## src/core/omc_regs.svh

```systemverilog
// Purpose: Register offsets, field positions, reset values for the mode control block
// Assumes: 32-bit AHB-Lite register bus, one aligned word per register
// Notes: Byte addresses; bits not listed read as zero
`ifndef OMC_REGS_SVH
`define OMC_REGS_SVH

`define OMC_MODE_CTRL_OFF   8'h00
`define OMC_EXT_FEAT_OFF    8'h04
`define OMC_LONG_CTRL_OFF   8'h08
`define OMC_PAGE_BASE_OFF   8'h0c
`define OMC_CODE_SEG_OFF    8'h10
`define OMC_PREFIX_OFF      8'h14
`define OMC_TABLE_LOAD_OFF  8'h18
`define OMC_STATUS_OFF      8'h1c
`define OMC_FAULT_OFF       8'h20
`define OMC_UPPER_BASE_OFF  8'h40

`define OMC_PROT_EN_BIT     0
`define OMC_PG_BIT          31
`define OMC_PAE_BIT         5
`define OMC_LME_BIT         8
`define OMC_LMA_BIT         10
`define OMC_CS_L_BIT        16
`define OMC_CS_D_BIT        17
`define OMC_PFX_OP64_BIT    0
`define OMC_PFX_OP16_BIT    1
`define OMC_PFX_AD32_BIT    2
`define OMC_FLT_GP_BIT      0
`define OMC_FLT_HAZ_BIT     1

`define OMC_CTRL_RST        32'h0000_0000
`define OMC_WORD_RST        32'h0000_0000
`define OMC_CS_SEL_RST      16'hf000

`endif

```

## src/core/omc_pkg.sv

```systemverilog
// Purpose: Types shared by the mode control block
// Assumes: Nothing beyond SystemVerilog packages
// Notes: Encodings also appear in the status word
package omc_pkg;
   typedef enum logic [1:0] {
      OMC_REAL = 2'b00,
      OMC_PROT = 2'b01,
      OMC_COMPAT = 2'b10,
      OMC_LONG64 = 2'b11
   } omc_mode_t;

   typedef enum logic [1:0] {
      OMC_SZ16 = 2'b00,
      OMC_SZ32 = 2'b01,
      OMC_SZ64 = 2'b10
   } omc_size_t;
endpackage

```

## src/core/omc_mode_dec.sv

```systemverilog
// Purpose: Decode execution mode and effective operand and address sizes
// Assumes: Flags come straight from control state, prefixes from software
// Notes: Purely combinational
module omc_mode_dec
   import omc_pkg::*;
(
   // Control state
   input logic prot_en,
   input logic lma,
   input logic cs_l,
   input logic cs_d,
   // Prefixes
   input logic pfx_op64,
   input logic pfx_op16,
   input logic pfx_ad32,
   // Results
   output omc_mode_t mode,
   output omc_size_t op_size,
   output omc_size_t addr_size
);
   // Legacy prefix flips 16 and 32
   function automatic omc_size_t flip_size(input logic wide, input logic flip);
      flip_size = (wide ^ flip) ? OMC_SZ32 : OMC_SZ16;
   endfunction

   wire in_long64 = prot_en && lma && cs_l;

   assign mode = !prot_en ? OMC_REAL : (!lma ? OMC_PROT : (cs_l ? OMC_LONG64 : OMC_COMPAT)); // RQ3 RQ6
   // Reserved L=1,D=1 still decodes as 64-bit; it is flagged in status
   assign op_size = in_long64 ? (pfx_op64 ? OMC_SZ64 : (pfx_op16 ? OMC_SZ16 : OMC_SZ32)) // RQ1 RQ2
                  : flip_size(prot_en && cs_d, pfx_op16); // RQ4
   assign addr_size = in_long64 ? (pfx_ad32 ? OMC_SZ32 : OMC_SZ64) // RQ1 RQ2
                    : flip_size(prot_en && cs_d, pfx_ad32); // RQ4
endmodule // omc_mode_dec

```

## src/core/omc_upper_file.sv

```systemverilog
// Purpose: Storage for the upper registers that only 64-bit code can write
// Assumes: Writer gates writes to 64-bit mode
// Notes: Contents are dropped once long mode is left
module omc_upper_file #(
   parameter int COUNT = 8,
   parameter int AW = 3
) (
   // Clock and reset
   input logic hclk,
   input logic hresetn,
   // Access
   input logic we,
   input logic [AW-1:0] waddr,
   input logic [31:0] wdata,
   input logic [AW-1:0] raddr,
   input logic invalidate,
   output logic [31:0] rdata,
   output logic all_valid
);
   generate
      if (COUNT < 1 || COUNT > (1 << AW)) begin : g_bad_count
         $error("COUNT must lie in 1..2**AW");
      end
   endgenerate

   logic [31:0] mem_r [COUNT];
   logic [COUNT-1:0] valid_r;

   always_ff @(posedge hclk) begin
      if (we) begin
         mem_r[waddr] <= wdata;
      end
   end

   // Undefined contents are shown as zero so reads never leak stale data
   always_ff @(posedge hclk or negedge hresetn) begin
      if (!hresetn) begin
         valid_r <= '0;
      end else if (invalidate) begin
         valid_r <= '0; // RQ14
      end else if (we) begin
         valid_r[waddr] <= 1'b1;
      end
   end

   assign rdata = valid_r[raddr] ? mem_r[raddr] : 32'h0000_0000;
   assign all_valid = &valid_r;
endmodule // omc_upper_file

```

## src/core/omc_ctrl.sv

```systemverilog
// Purpose: Operating-mode control: mode flags, checked writes, size decode
// Assumes: AHB-Lite single-word transfers; event_req is synchronous to hclk
// Notes: Reads take one wait state, writes none
// What this block does and what software must do
// [RQ1] L=1,D=0 in long mode: 64-bit, op32/addr64
// [RQ2] 64-bit prefixes give op64/op16, addr32
// [RQ3] Long mode with L=0 is compatibility mode
// [RQ4] Compatibility: D selects 32 or 16 defaults
// [RQ5] Software avoids reserved L=1,D=1 code segments
// [RQ6] Mode chosen per code segment long bit
// [RQ7] Compatibility keeps long-mode translation, interrupts, syscalls
// [RQ8] Legacy interrupt table until reload; hazard flagged
// [RQ9] Software blocks interrupts until table reload
// [RQ10] Clearing paging in long mode drops active flag
// [RQ11] Software follows ordered long-mode exit steps
// [RQ12] Software branches right after paging re-enable
// [RQ13] Upper registers kept across compatibility round trip
// [RQ14] Upper registers undefined after legacy round trip
// [RQ15] Setting protection enters protected mode, paging optional
// [RQ16] Protected mode starts at privilege zero
// [RQ17] Software puts far transfer right after write
// [RQ18] Far transfer redirects and serializes
// [RQ19] Segments keep real contents until far reload
// [RQ20] Software follows recommended protected-mode entry order
// [RQ21] Software runs switch from identity-mapped page
// [RQ22] Paging on with long enable sets active
// [RQ23] Inconsistent long-mode writes raise protection fault
// [RQ24] Reset leaves real mode, all flags clear
//
// The placing of the registers and the AHB-Lite slave port are this design's own decisions.
`include "omc_regs.svh"

module omc_ctrl
   import omc_pkg::*;
#(
   parameter int UPPER_COUNT = 8
) (
   // Clock and reset
   input logic hclk,
   input logic hresetn,
   // AHB-Lite slave
   input logic hsel,
   input logic [31:0] haddr,
   input logic [1:0] htrans,
   input logic hwrite,
   input logic [2:0] hsize,
   input logic [31:0] hwdata,
   input logic hready,
   output logic hreadyout,
   output logic hresp,
   output logic [31:0] hrdata,
   // Core side
   input logic event_req,
   output omc_mode_t exec_mode,
   output omc_size_t op_size,
   output omc_size_t addr_size,
   output logic long_semantics,
   output logic serialize,
   output logic gp_fault
);
   generate
      if (UPPER_COUNT < 1 || UPPER_COUNT > 8) begin : g_bad_count
         $error("UPPER_COUNT must lie in 1..8");
      end
   endgenerate

   // Bus pipeline
   logic dp_wr_r, dp_rd_r, rd_done_r;
   logic [7:0] dp_addr_r;
   logic [31:0] hrdata_r;
   // Mode state
   logic prot_en_r, pg_r, pae_r, lme_r, lma_r;
   logic [31:0] page_base_r;
   logic [15:0] cs_sel_r;
   logic cs_l_r, cs_d_r;
   logic [2:0] pfx_r;
   logic [31:0] table_base_r;
   logic legacy_table_r, seg_pending_r;
   logic [1:0] priv_lvl_r;
   logic flt_gp_r, flt_haz_r;
   logic serialize_r, gp_fault_r;

   // Address phase
   wire addr_take = hsel && hready && htrans[1] && (hsize == 3'b010);

   always_ff @(posedge hclk or negedge hresetn) begin
      if (!hresetn) begin
         dp_wr_r <= 1'b0;
         dp_rd_r <= 1'b0;
         dp_addr_r <= 8'h00;
      end else if (hready) begin
         dp_wr_r <= addr_take && hwrite;
         dp_rd_r <= addr_take && !hwrite;
         dp_addr_r <= haddr[7:0];
      end
   end

   // The read wait lets the read data be registered in hrdata_r before it is driven
   always_ff @(posedge hclk or negedge hresetn) begin
      if (!hresetn) begin
         rd_done_r <= 1'b0;
      end else begin
         rd_done_r <= dp_rd_r && !rd_done_r;
      end
   end

   assign hreadyout = !(dp_rd_r && !rd_done_r);
   assign hresp = 1'b0;
   assign hrdata = hrdata_r;

   // Register decode
   wire is_upper = (dp_addr_r[7:5] == 3'b010) && (32'(dp_addr_r[4:2]) < UPPER_COUNT);
   wire wr_mode = dp_wr_r && (dp_addr_r == `OMC_MODE_CTRL_OFF);
   wire wr_ext = dp_wr_r && (dp_addr_r == `OMC_EXT_FEAT_OFF);
   wire wr_long = dp_wr_r && (dp_addr_r == `OMC_LONG_CTRL_OFF);
   wire wr_base = dp_wr_r && (dp_addr_r == `OMC_PAGE_BASE_OFF);
   wire wr_cs = dp_wr_r && (dp_addr_r == `OMC_CODE_SEG_OFF);
   wire wr_pfx = dp_wr_r && (dp_addr_r == `OMC_PREFIX_OFF);
   wire wr_tbl = dp_wr_r && (dp_addr_r == `OMC_TABLE_LOAD_OFF);
   wire wr_flt = dp_wr_r && (dp_addr_r == `OMC_FAULT_OFF);

   wire new_prot_en = hwdata[`OMC_PROT_EN_BIT];
   wire new_pg = hwdata[`OMC_PG_BIT];
   wire new_pae = hwdata[`OMC_PAE_BIT];
   wire new_lme = hwdata[`OMC_LME_BIT];

   // Consistency checks on the long-mode enable bits
   wire pg_rise = new_pg && !pg_r;
   wire bad_mode = new_pg && (!new_prot_en || (pg_rise && lme_r && (!pae_r || cs_l_r))); // RQ23
   wire bad_long = (new_lme != lme_r) && pg_r; // RQ23
   wire bad_ext = !new_pae && lma_r; // RQ23
   wire fault_now = (wr_mode && bad_mode) || (wr_long && bad_long) || (wr_ext && bad_ext);
   wire mode_ok = wr_mode && !bad_mode;
   wire prot_en_rise = mode_ok && new_prot_en && !prot_en_r;
   wire lma_set = mode_ok && pg_rise && lme_r;
   wire lma_clr = mode_ok && !new_pg && pg_r && lma_r;

   always_ff @(posedge hclk or negedge hresetn) begin
      if (!hresetn) begin
         prot_en_r <= 1'b0; // RQ24
         pg_r <= 1'b0;
      end else if (mode_ok) begin
         prot_en_r <= new_prot_en; // RQ15
         pg_r <= new_pg; // RQ15
      end
   end

   always_ff @(posedge hclk or negedge hresetn) begin
      if (!hresetn) begin
         lma_r <= 1'b0; // RQ24
      end else if (lma_set) begin
         lma_r <= 1'b1; // RQ22
      end else if (lma_clr) begin
         lma_r <= 1'b0; // RQ10
      end
   end

   always_ff @(posedge hclk or negedge hresetn) begin
      if (!hresetn) begin
         lme_r <= 1'b0; // RQ24
         pae_r <= 1'b0;
         page_base_r <= `OMC_WORD_RST;
         pfx_r <= 3'h0;
         table_base_r <= `OMC_WORD_RST;
      end else begin
         if (wr_long && !bad_long) begin
            lme_r <= new_lme;
         end
         if (wr_ext && !bad_ext) begin
            pae_r <= new_pae;
         end
         if (wr_base) begin
            page_base_r <= hwdata;
         end
         if (wr_pfx) begin
            pfx_r <= hwdata[2:0];
         end
         if (wr_tbl) begin
            table_base_r <= hwdata;
         end
      end
   end

   // Code segment only changes through a far transfer
   always_ff @(posedge hclk or negedge hresetn) begin
      if (!hresetn) begin
         cs_sel_r <= `OMC_CS_SEL_RST;
         cs_l_r <= 1'b0;
         cs_d_r <= 1'b0;
         priv_lvl_r <= 2'h0;
         seg_pending_r <= 1'b0;
      end else if (wr_cs) begin
         cs_sel_r <= hwdata[15:0]; // RQ19
         cs_l_r <= hwdata[`OMC_CS_L_BIT]; // RQ6
         cs_d_r <= hwdata[`OMC_CS_D_BIT];
         priv_lvl_r <= prot_en_r ? hwdata[1:0] : 2'h0;
         seg_pending_r <= 1'b0; // RQ19
      end else if (prot_en_rise) begin
         priv_lvl_r <= 2'h0; // RQ16
         seg_pending_r <= 1'b1; // RQ19
      end
   end

   // Table stays legacy from long activation until reloaded or long mode is left
   always_ff @(posedge hclk or negedge hresetn) begin
      if (!hresetn) begin
         legacy_table_r <= 1'b0;
      end else if (lma_set) begin
         legacy_table_r <= 1'b1; // RQ8
      end else if (wr_tbl || lma_clr) begin
         legacy_table_r <= 1'b0;
      end
   end

   // Sticky faults: a new event beats a same-cycle clear
   wire haz_event = event_req && lma_r && legacy_table_r; // RQ8
   always_ff @(posedge hclk or negedge hresetn) begin
      if (!hresetn) begin
         flt_gp_r <= 1'b0;
         flt_haz_r <= 1'b0;
      end else begin
         flt_gp_r <= fault_now || (flt_gp_r && !(wr_flt && hwdata[`OMC_FLT_GP_BIT]));
         flt_haz_r <= haz_event || (flt_haz_r && !(wr_flt && hwdata[`OMC_FLT_HAZ_BIT]));
      end
   end

   always_ff @(posedge hclk or negedge hresetn) begin
      if (!hresetn) begin
         serialize_r <= 1'b0;
         gp_fault_r <= 1'b0;
      end else begin
         serialize_r <= wr_cs; // RQ18
         gp_fault_r <= fault_now; // RQ23
      end
   end

   assign serialize = serialize_r;
   assign gp_fault = gp_fault_r;
   assign long_semantics = lma_r; // RQ7

   omc_mode_dec u_dec (
      .prot_en(prot_en_r),
      .lma(lma_r),
      .cs_l(cs_l_r),
      .cs_d(cs_d_r),
      .pfx_op64(pfx_r[`OMC_PFX_OP64_BIT]),
      .pfx_op16(pfx_r[`OMC_PFX_OP16_BIT]),
      .pfx_ad32(pfx_r[`OMC_PFX_AD32_BIT]),
      .mode(exec_mode),
      .op_size(op_size),
      .addr_size(addr_size)
   );

   // Upper registers writable only from 64-bit code, kept through compatibility
   logic [31:0] upper_rdata;
   logic upper_valid;
   wire upper_we = dp_wr_r && is_upper && (exec_mode == OMC_LONG64);

   omc_upper_file #(
      .COUNT(UPPER_COUNT),
      .AW(3)
   ) u_upper (
      .hclk(hclk),
      .hresetn(hresetn),
      .we(upper_we),
      .waddr(dp_addr_r[4:2]),
      .wdata(hwdata),
      .raddr(dp_addr_r[4:2]),
      .invalidate(lma_clr), // RQ13 RQ14
      .rdata(upper_rdata),
      .all_valid(upper_valid)
   );

   // Read mux
   wire cs_reserved = cs_l_r && cs_d_r;
   wire [31:0] status_w = {16'h0000, 1'b0, cs_reserved, upper_valid, seg_pending_r,
      legacy_table_r, 1'b0, priv_lvl_r, addr_size, op_size, 2'b00, exec_mode};
   logic [31:0] rd_mux;

   always_comb begin
      rd_mux = 32'h0000_0000;
      case (dp_addr_r)
         `OMC_MODE_CTRL_OFF: rd_mux = {pg_r, 30'h0, prot_en_r};
         `OMC_EXT_FEAT_OFF: rd_mux = 32'(pae_r) << `OMC_PAE_BIT;
         `OMC_LONG_CTRL_OFF: rd_mux = (32'(lme_r) << `OMC_LME_BIT) | (32'(lma_r) << `OMC_LMA_BIT);
         `OMC_PAGE_BASE_OFF: rd_mux = page_base_r;
         `OMC_CODE_SEG_OFF: rd_mux = {14'h0, cs_d_r, cs_l_r, cs_sel_r};
         `OMC_PREFIX_OFF: rd_mux = {29'h0, pfx_r};
         `OMC_TABLE_LOAD_OFF: rd_mux = table_base_r;
         `OMC_STATUS_OFF: rd_mux = status_w;
         `OMC_FAULT_OFF: rd_mux = {30'h0, flt_haz_r, flt_gp_r};
         default: rd_mux = is_upper ? upper_rdata : 32'h0000_0000;
      endcase
   end

   always_ff @(posedge hclk or negedge hresetn) begin
      if (!hresetn) begin
         hrdata_r <= 32'h0000_0000;
      end else if (dp_rd_r && !rd_done_r) begin
         hrdata_r <= rd_mux;
      end
   end
endmodule // omc_ctrl

```

## config.mk

```make
export PLATFORM = sky130hd
export DESIGN_NAME = omc_ctrl
export DESIGN_NICKNAME = d
export VERILOG_FILES = /design/src/core/omc_pkg.sv /design/src/core/omc_mode_dec.sv /design/src/core/omc_upper_file.sv /design/src/core/omc_ctrl.sv
export VERILOG_INCLUDE_DIRS = /design/src /design/src/core
export SDC_FILE = /design/constraint.sdc
export NUM_CORES = 1
export LEC_CHECK = 0
export ABC_AREA = 0
export BUFFER_PORTS_ARGS = -buffer_cell sky130_fd_sc_hd__buf_4
export CORE_UTILIZATION = 26
export DETAILED_ROUTE_END_ITERATION = 12
export GPL_TIMING_DRIVEN = 0
export PLACE_DENSITY = 0.4
export SETUP_SLACK_MARGIN = 0.15
export SLEW_MARGIN = 10
export SYNTH_ARGS = -nofsm -noshare
export SYNTH_HDL_FRONTEND = slang
export SYNTH_SLANG_ARGS = --single-unit
```

## constraint.sdc

```tcl
create_clock -name hclk -period 5.35 [get_ports hclk]
set_input_delay 1.07 -clock hclk [delete_from_list [all_inputs] [get_ports hclk]]
set_output_delay 1.07 -clock hclk [all_outputs]
set_load 0.02 [all_outputs]
```

==> results.yml <==
status:
  run_status: "complete, no violations"
grt:
  grt.overflow.total: 0
  grt.total_usage: 0.158
  antenna_violations_before_repair: 0
  pin_count_of_the_biggest_net_entering_global_routing: 95
  grt_pass1_vias: 9904
  global_route_wire_length_before_repair_mm: 72.0
yosys:
  yosysTopAreaCell: "sky130_fd_sc_hd__edfxtp_1"
  ys_seq_elements: 405
  syn_area_per_cell_um2: 17.1
  synth.cell_area_mm2: 0.0164
  synth_top_cells_by_area: "sky130_fd_sc_hd__edfxtp_1 (47%), sky130_fd_sc_hd__dfrtp_1 (22%), sky130_fd_sc_hd__mux2_2 (9.2%)"
  synth.net_count: 1035
  synth.yosys.warnings: 0
  number_of_synthesized_flops_with_an_enable_pin: 256
  synth.distinct_cells: 57
  yosysSeqAreaShare: 0.696
  ys_async_sr_fraction: 0.368
  ys.flop_type: "sky130_fd_sc_hd__edfxtp_1"
  synth_top_cell_area_share: 0.469
  postSynthCellCount: 960
  ys_top_cells_by_count: "sky130_fd_sc_hd__edfxtp_1 (256), sky130_fd_sc_hd__dfrtp_1 (145), sky130_fd_sc_hd__mux2_2 (134)"
  synth_most_common_cell: "sky130_fd_sc_hd__edfxtp_1"
sta:
  post-route-period-util: 0.660
  final.setup_skew_ns: 0.0338
  finalSetupViolCount: 0
  drv_slew: 0
  tns_ns: 0
  rsz0062_at_grt: "false"
  final_hold_viol_count: 0
  worst-slew-pin-transition_ns: 1.01
  post-route-min-period_ns: 3.53
  timing.slew.headroom: 0.326
  max_freq_mhz: 283
clock_network:
  numCtsBuffers: 45
  post_cts.repair.setup_buffers: 0
  tritoncts_clock_tree: "built"
  cts_hold_buffers: 0
  max-clock-path-buffers: 3
  clk_latency_ns: 0.59
  clk_root_buffer_cell: "sky130_fd_sc_hd__clkbuf_16"
  clkSinkCount: 405
  cts.clk_slew.worst_paths_ns: 0.07
  postCtsResizedCells: 0
  clock_h_tree_levels: 2
die:
  die_w_um: 253
  die_h_um: 253
  start_util: 0.264
  boundaryPins: 118
  rows: 91
  floorplan.die_area_mm2: 0.0641
  coreArea_mm2: 0.0621
flow_run:
  drv_cap: 0
detailed_routing:
  routed_wirelength_mm: 49.5
  route.detailed.vias_per_inst: 4.70
  met3_wire_length_mm: 2.33
  drc: 0
  highest_metal_used: "met4"
  wirelength_met1_mm: 23.5
  postRouteAntennaNets: 0
  wire_per_inst_um: 24.9
  route.met2.wl_mm: 22.8
  initialDrtViolationCount: 694
  vias: 9370
  detail_route.first_pass.iterations: 5
finish:
  design.final.nets: 1193
  final_layout_size_suffix_gt1_frac: 0.368
  instances_no_fill: 1992
  multi_input_area_mm2: 0.00470
  insertedDiodeCount: 0
  area.sequential_mm2: 0.0114
  fillers: 6085
  area_growth_syn_to_layout_pct: 21.5
pwr:
  p_per_area_mw_per_mm2: 371
  cellInternalPower_mw: 5.57
  seq_power_share: 0.481
  switchingPower_mw: 1.82
  power_frac_comb: 0.110
  leakage_nw: 7.08
  netSwitchingFraction: 0.247
  clock_power_share: 0.410
  power.ir.vdd_worst_mv: 0.211
worst_setup_path:
  critPathArrivalTime_ns: 2.46
  critical_path_capture_point_type: "primary output"
  worst-path-max-fanout: 10
  critical_path_class: "flop to primary output"
  setup.worst_path.start_class: "flop"
  critPathRequiredTime_ns: 4.28
  timing.reg2reg.setup_slack_ns: 1.90
placed_design:
  dp_hpwl_mm: 32.6
  place_congestion: 0.807
  port_buffers: 91
  placed_cells_incl_taps: 1908
min_path:
  holdCritPathClass: "input pin to asynchronous set/reset pin"
logic make-up after synthesis:
logic type / Yosys count / synth area share
xor gates and xnor gates: 2 / 0.00107
other: 1 / 0.000229
muxes: 206 / 0.186
and+or+nand+nor: 154 / 0.0443
AOI/OAI and AO/OA: 121 / 0.0518
buffers and inverters: 71 / 0.0207
DFF: 405 / 0.696
area by class of cell:
cell class,count,area share
plain buffers,60,0.0150
clock buffers,69,0.0667
clock inverters,15,0.00502
inverters,11,0.00207
multi-input cells,484,0.236
flip-flops and latches,405,0.573
well taps,837,0.0525
repair buffers,111,0.0503
through the flow:
stage	area [um^2]	worst slack (ns)	hold slack, ns	utilization	power, mW
2_1_floorplan	16400	1.34	0.447	-	4.03
3_3_place_gp	18100	-2.77	0.473	0.292	4.43
3_5_place_dp	18500	1.86	0.470	0.298	4.45
4_1_cts	19900	1.80	0.395	0.321	7.51
5_1_grt	19900	1.71	0.408	0.321	7.70
6_report	19900	1.82	0.409	0.321	7.39
power groups by stage:
stage,combinational [mW],clock [mW],sequential (mW)
6_report,0.811,3.03,3.55
5_1_grt,0.876,3.25,3.57
4_1_cts,0.829,3.13,3.56
3_5_place_dp,0.827,0,3.62
3_3_place_gp,0.812,0,3.62
2_1_floorplan,0.360,0,3.67
path summary, 6_finish.rpt:
| path | from | end | depth (start not counted) |
|---|---|---|---|
| setup / recovery | long_semantics$_DFFE_PN0P_ | addr_size[0] | 4 |
| hold / removal | hresetn | page_base_r[26]$_DFFE_PN0P_ | 1 |
| setup reg to reg | dp_addr_r[2]$_DFFE_PN0P_ | u_upper.mem_r[7][27]$_DFFE_PP_ | 6 |
| hold reg to reg | flt_gp_r$_DFF_PN0_ | flt_gp_r$_DFF_PN0_ | 1 |
| max in group asynchronous | hresetn | cs_sel_r[13]$_DFFE_PN1P_ | 2 |
| min in group hclk | flt_gp_r$_DFF_PN0_ | flt_gp_r$_DFF_PN0_ | 1 |
layer usage:
metal	vias up	global-route usage
met5	-	0
met4	0	0.0367
met3	62	0.0301
met2	236	0.247
met1	5002	0.227
li1	4070	-
sequential cells by signal, indices dropped and copies added (netlist names), 2 cells and up:
name and count:
page_base_r 32, cs_sel_r 16, table_base_r 32, u_upper.valid_r 8, pfx_r 3, u_upper.mem_r 256
dp_addr_r 8, hrdata 32, priv_lvl_r 2
cell usage in the layout (no fill, tap or decap), drive strengths merged, types with 6 or more instances in the layout:
cell / instances
a221oi: 21
dfrtp: 145
buf: 145
a22oi: 9
clkinv: 13
a31oi: 10
a21oi: 29
edfxtp: 256
o21a: 9
mux2i: 6
mux2: 135
nor3: 10
nand3: 16
clkbuf: 95
a22o: 9
mux4: 65
o21ai: 12
nor2: 52
inv: 11
nand2: 46
critical path, stage by stage (launching register included):
cell and delay (ns):
sky130_fd_sc_hd__dfrtp_1 0.48, sky130_fd_sc_hd__clkbuf_1 0.53, sky130_fd_sc_hd__a21oi_1 0.22, sky130_fd_sc_hd__xnor2_1 0.41
sky130_fd_sc_hd__buf_4 0.23
Power figures use the tool's default switching activity.
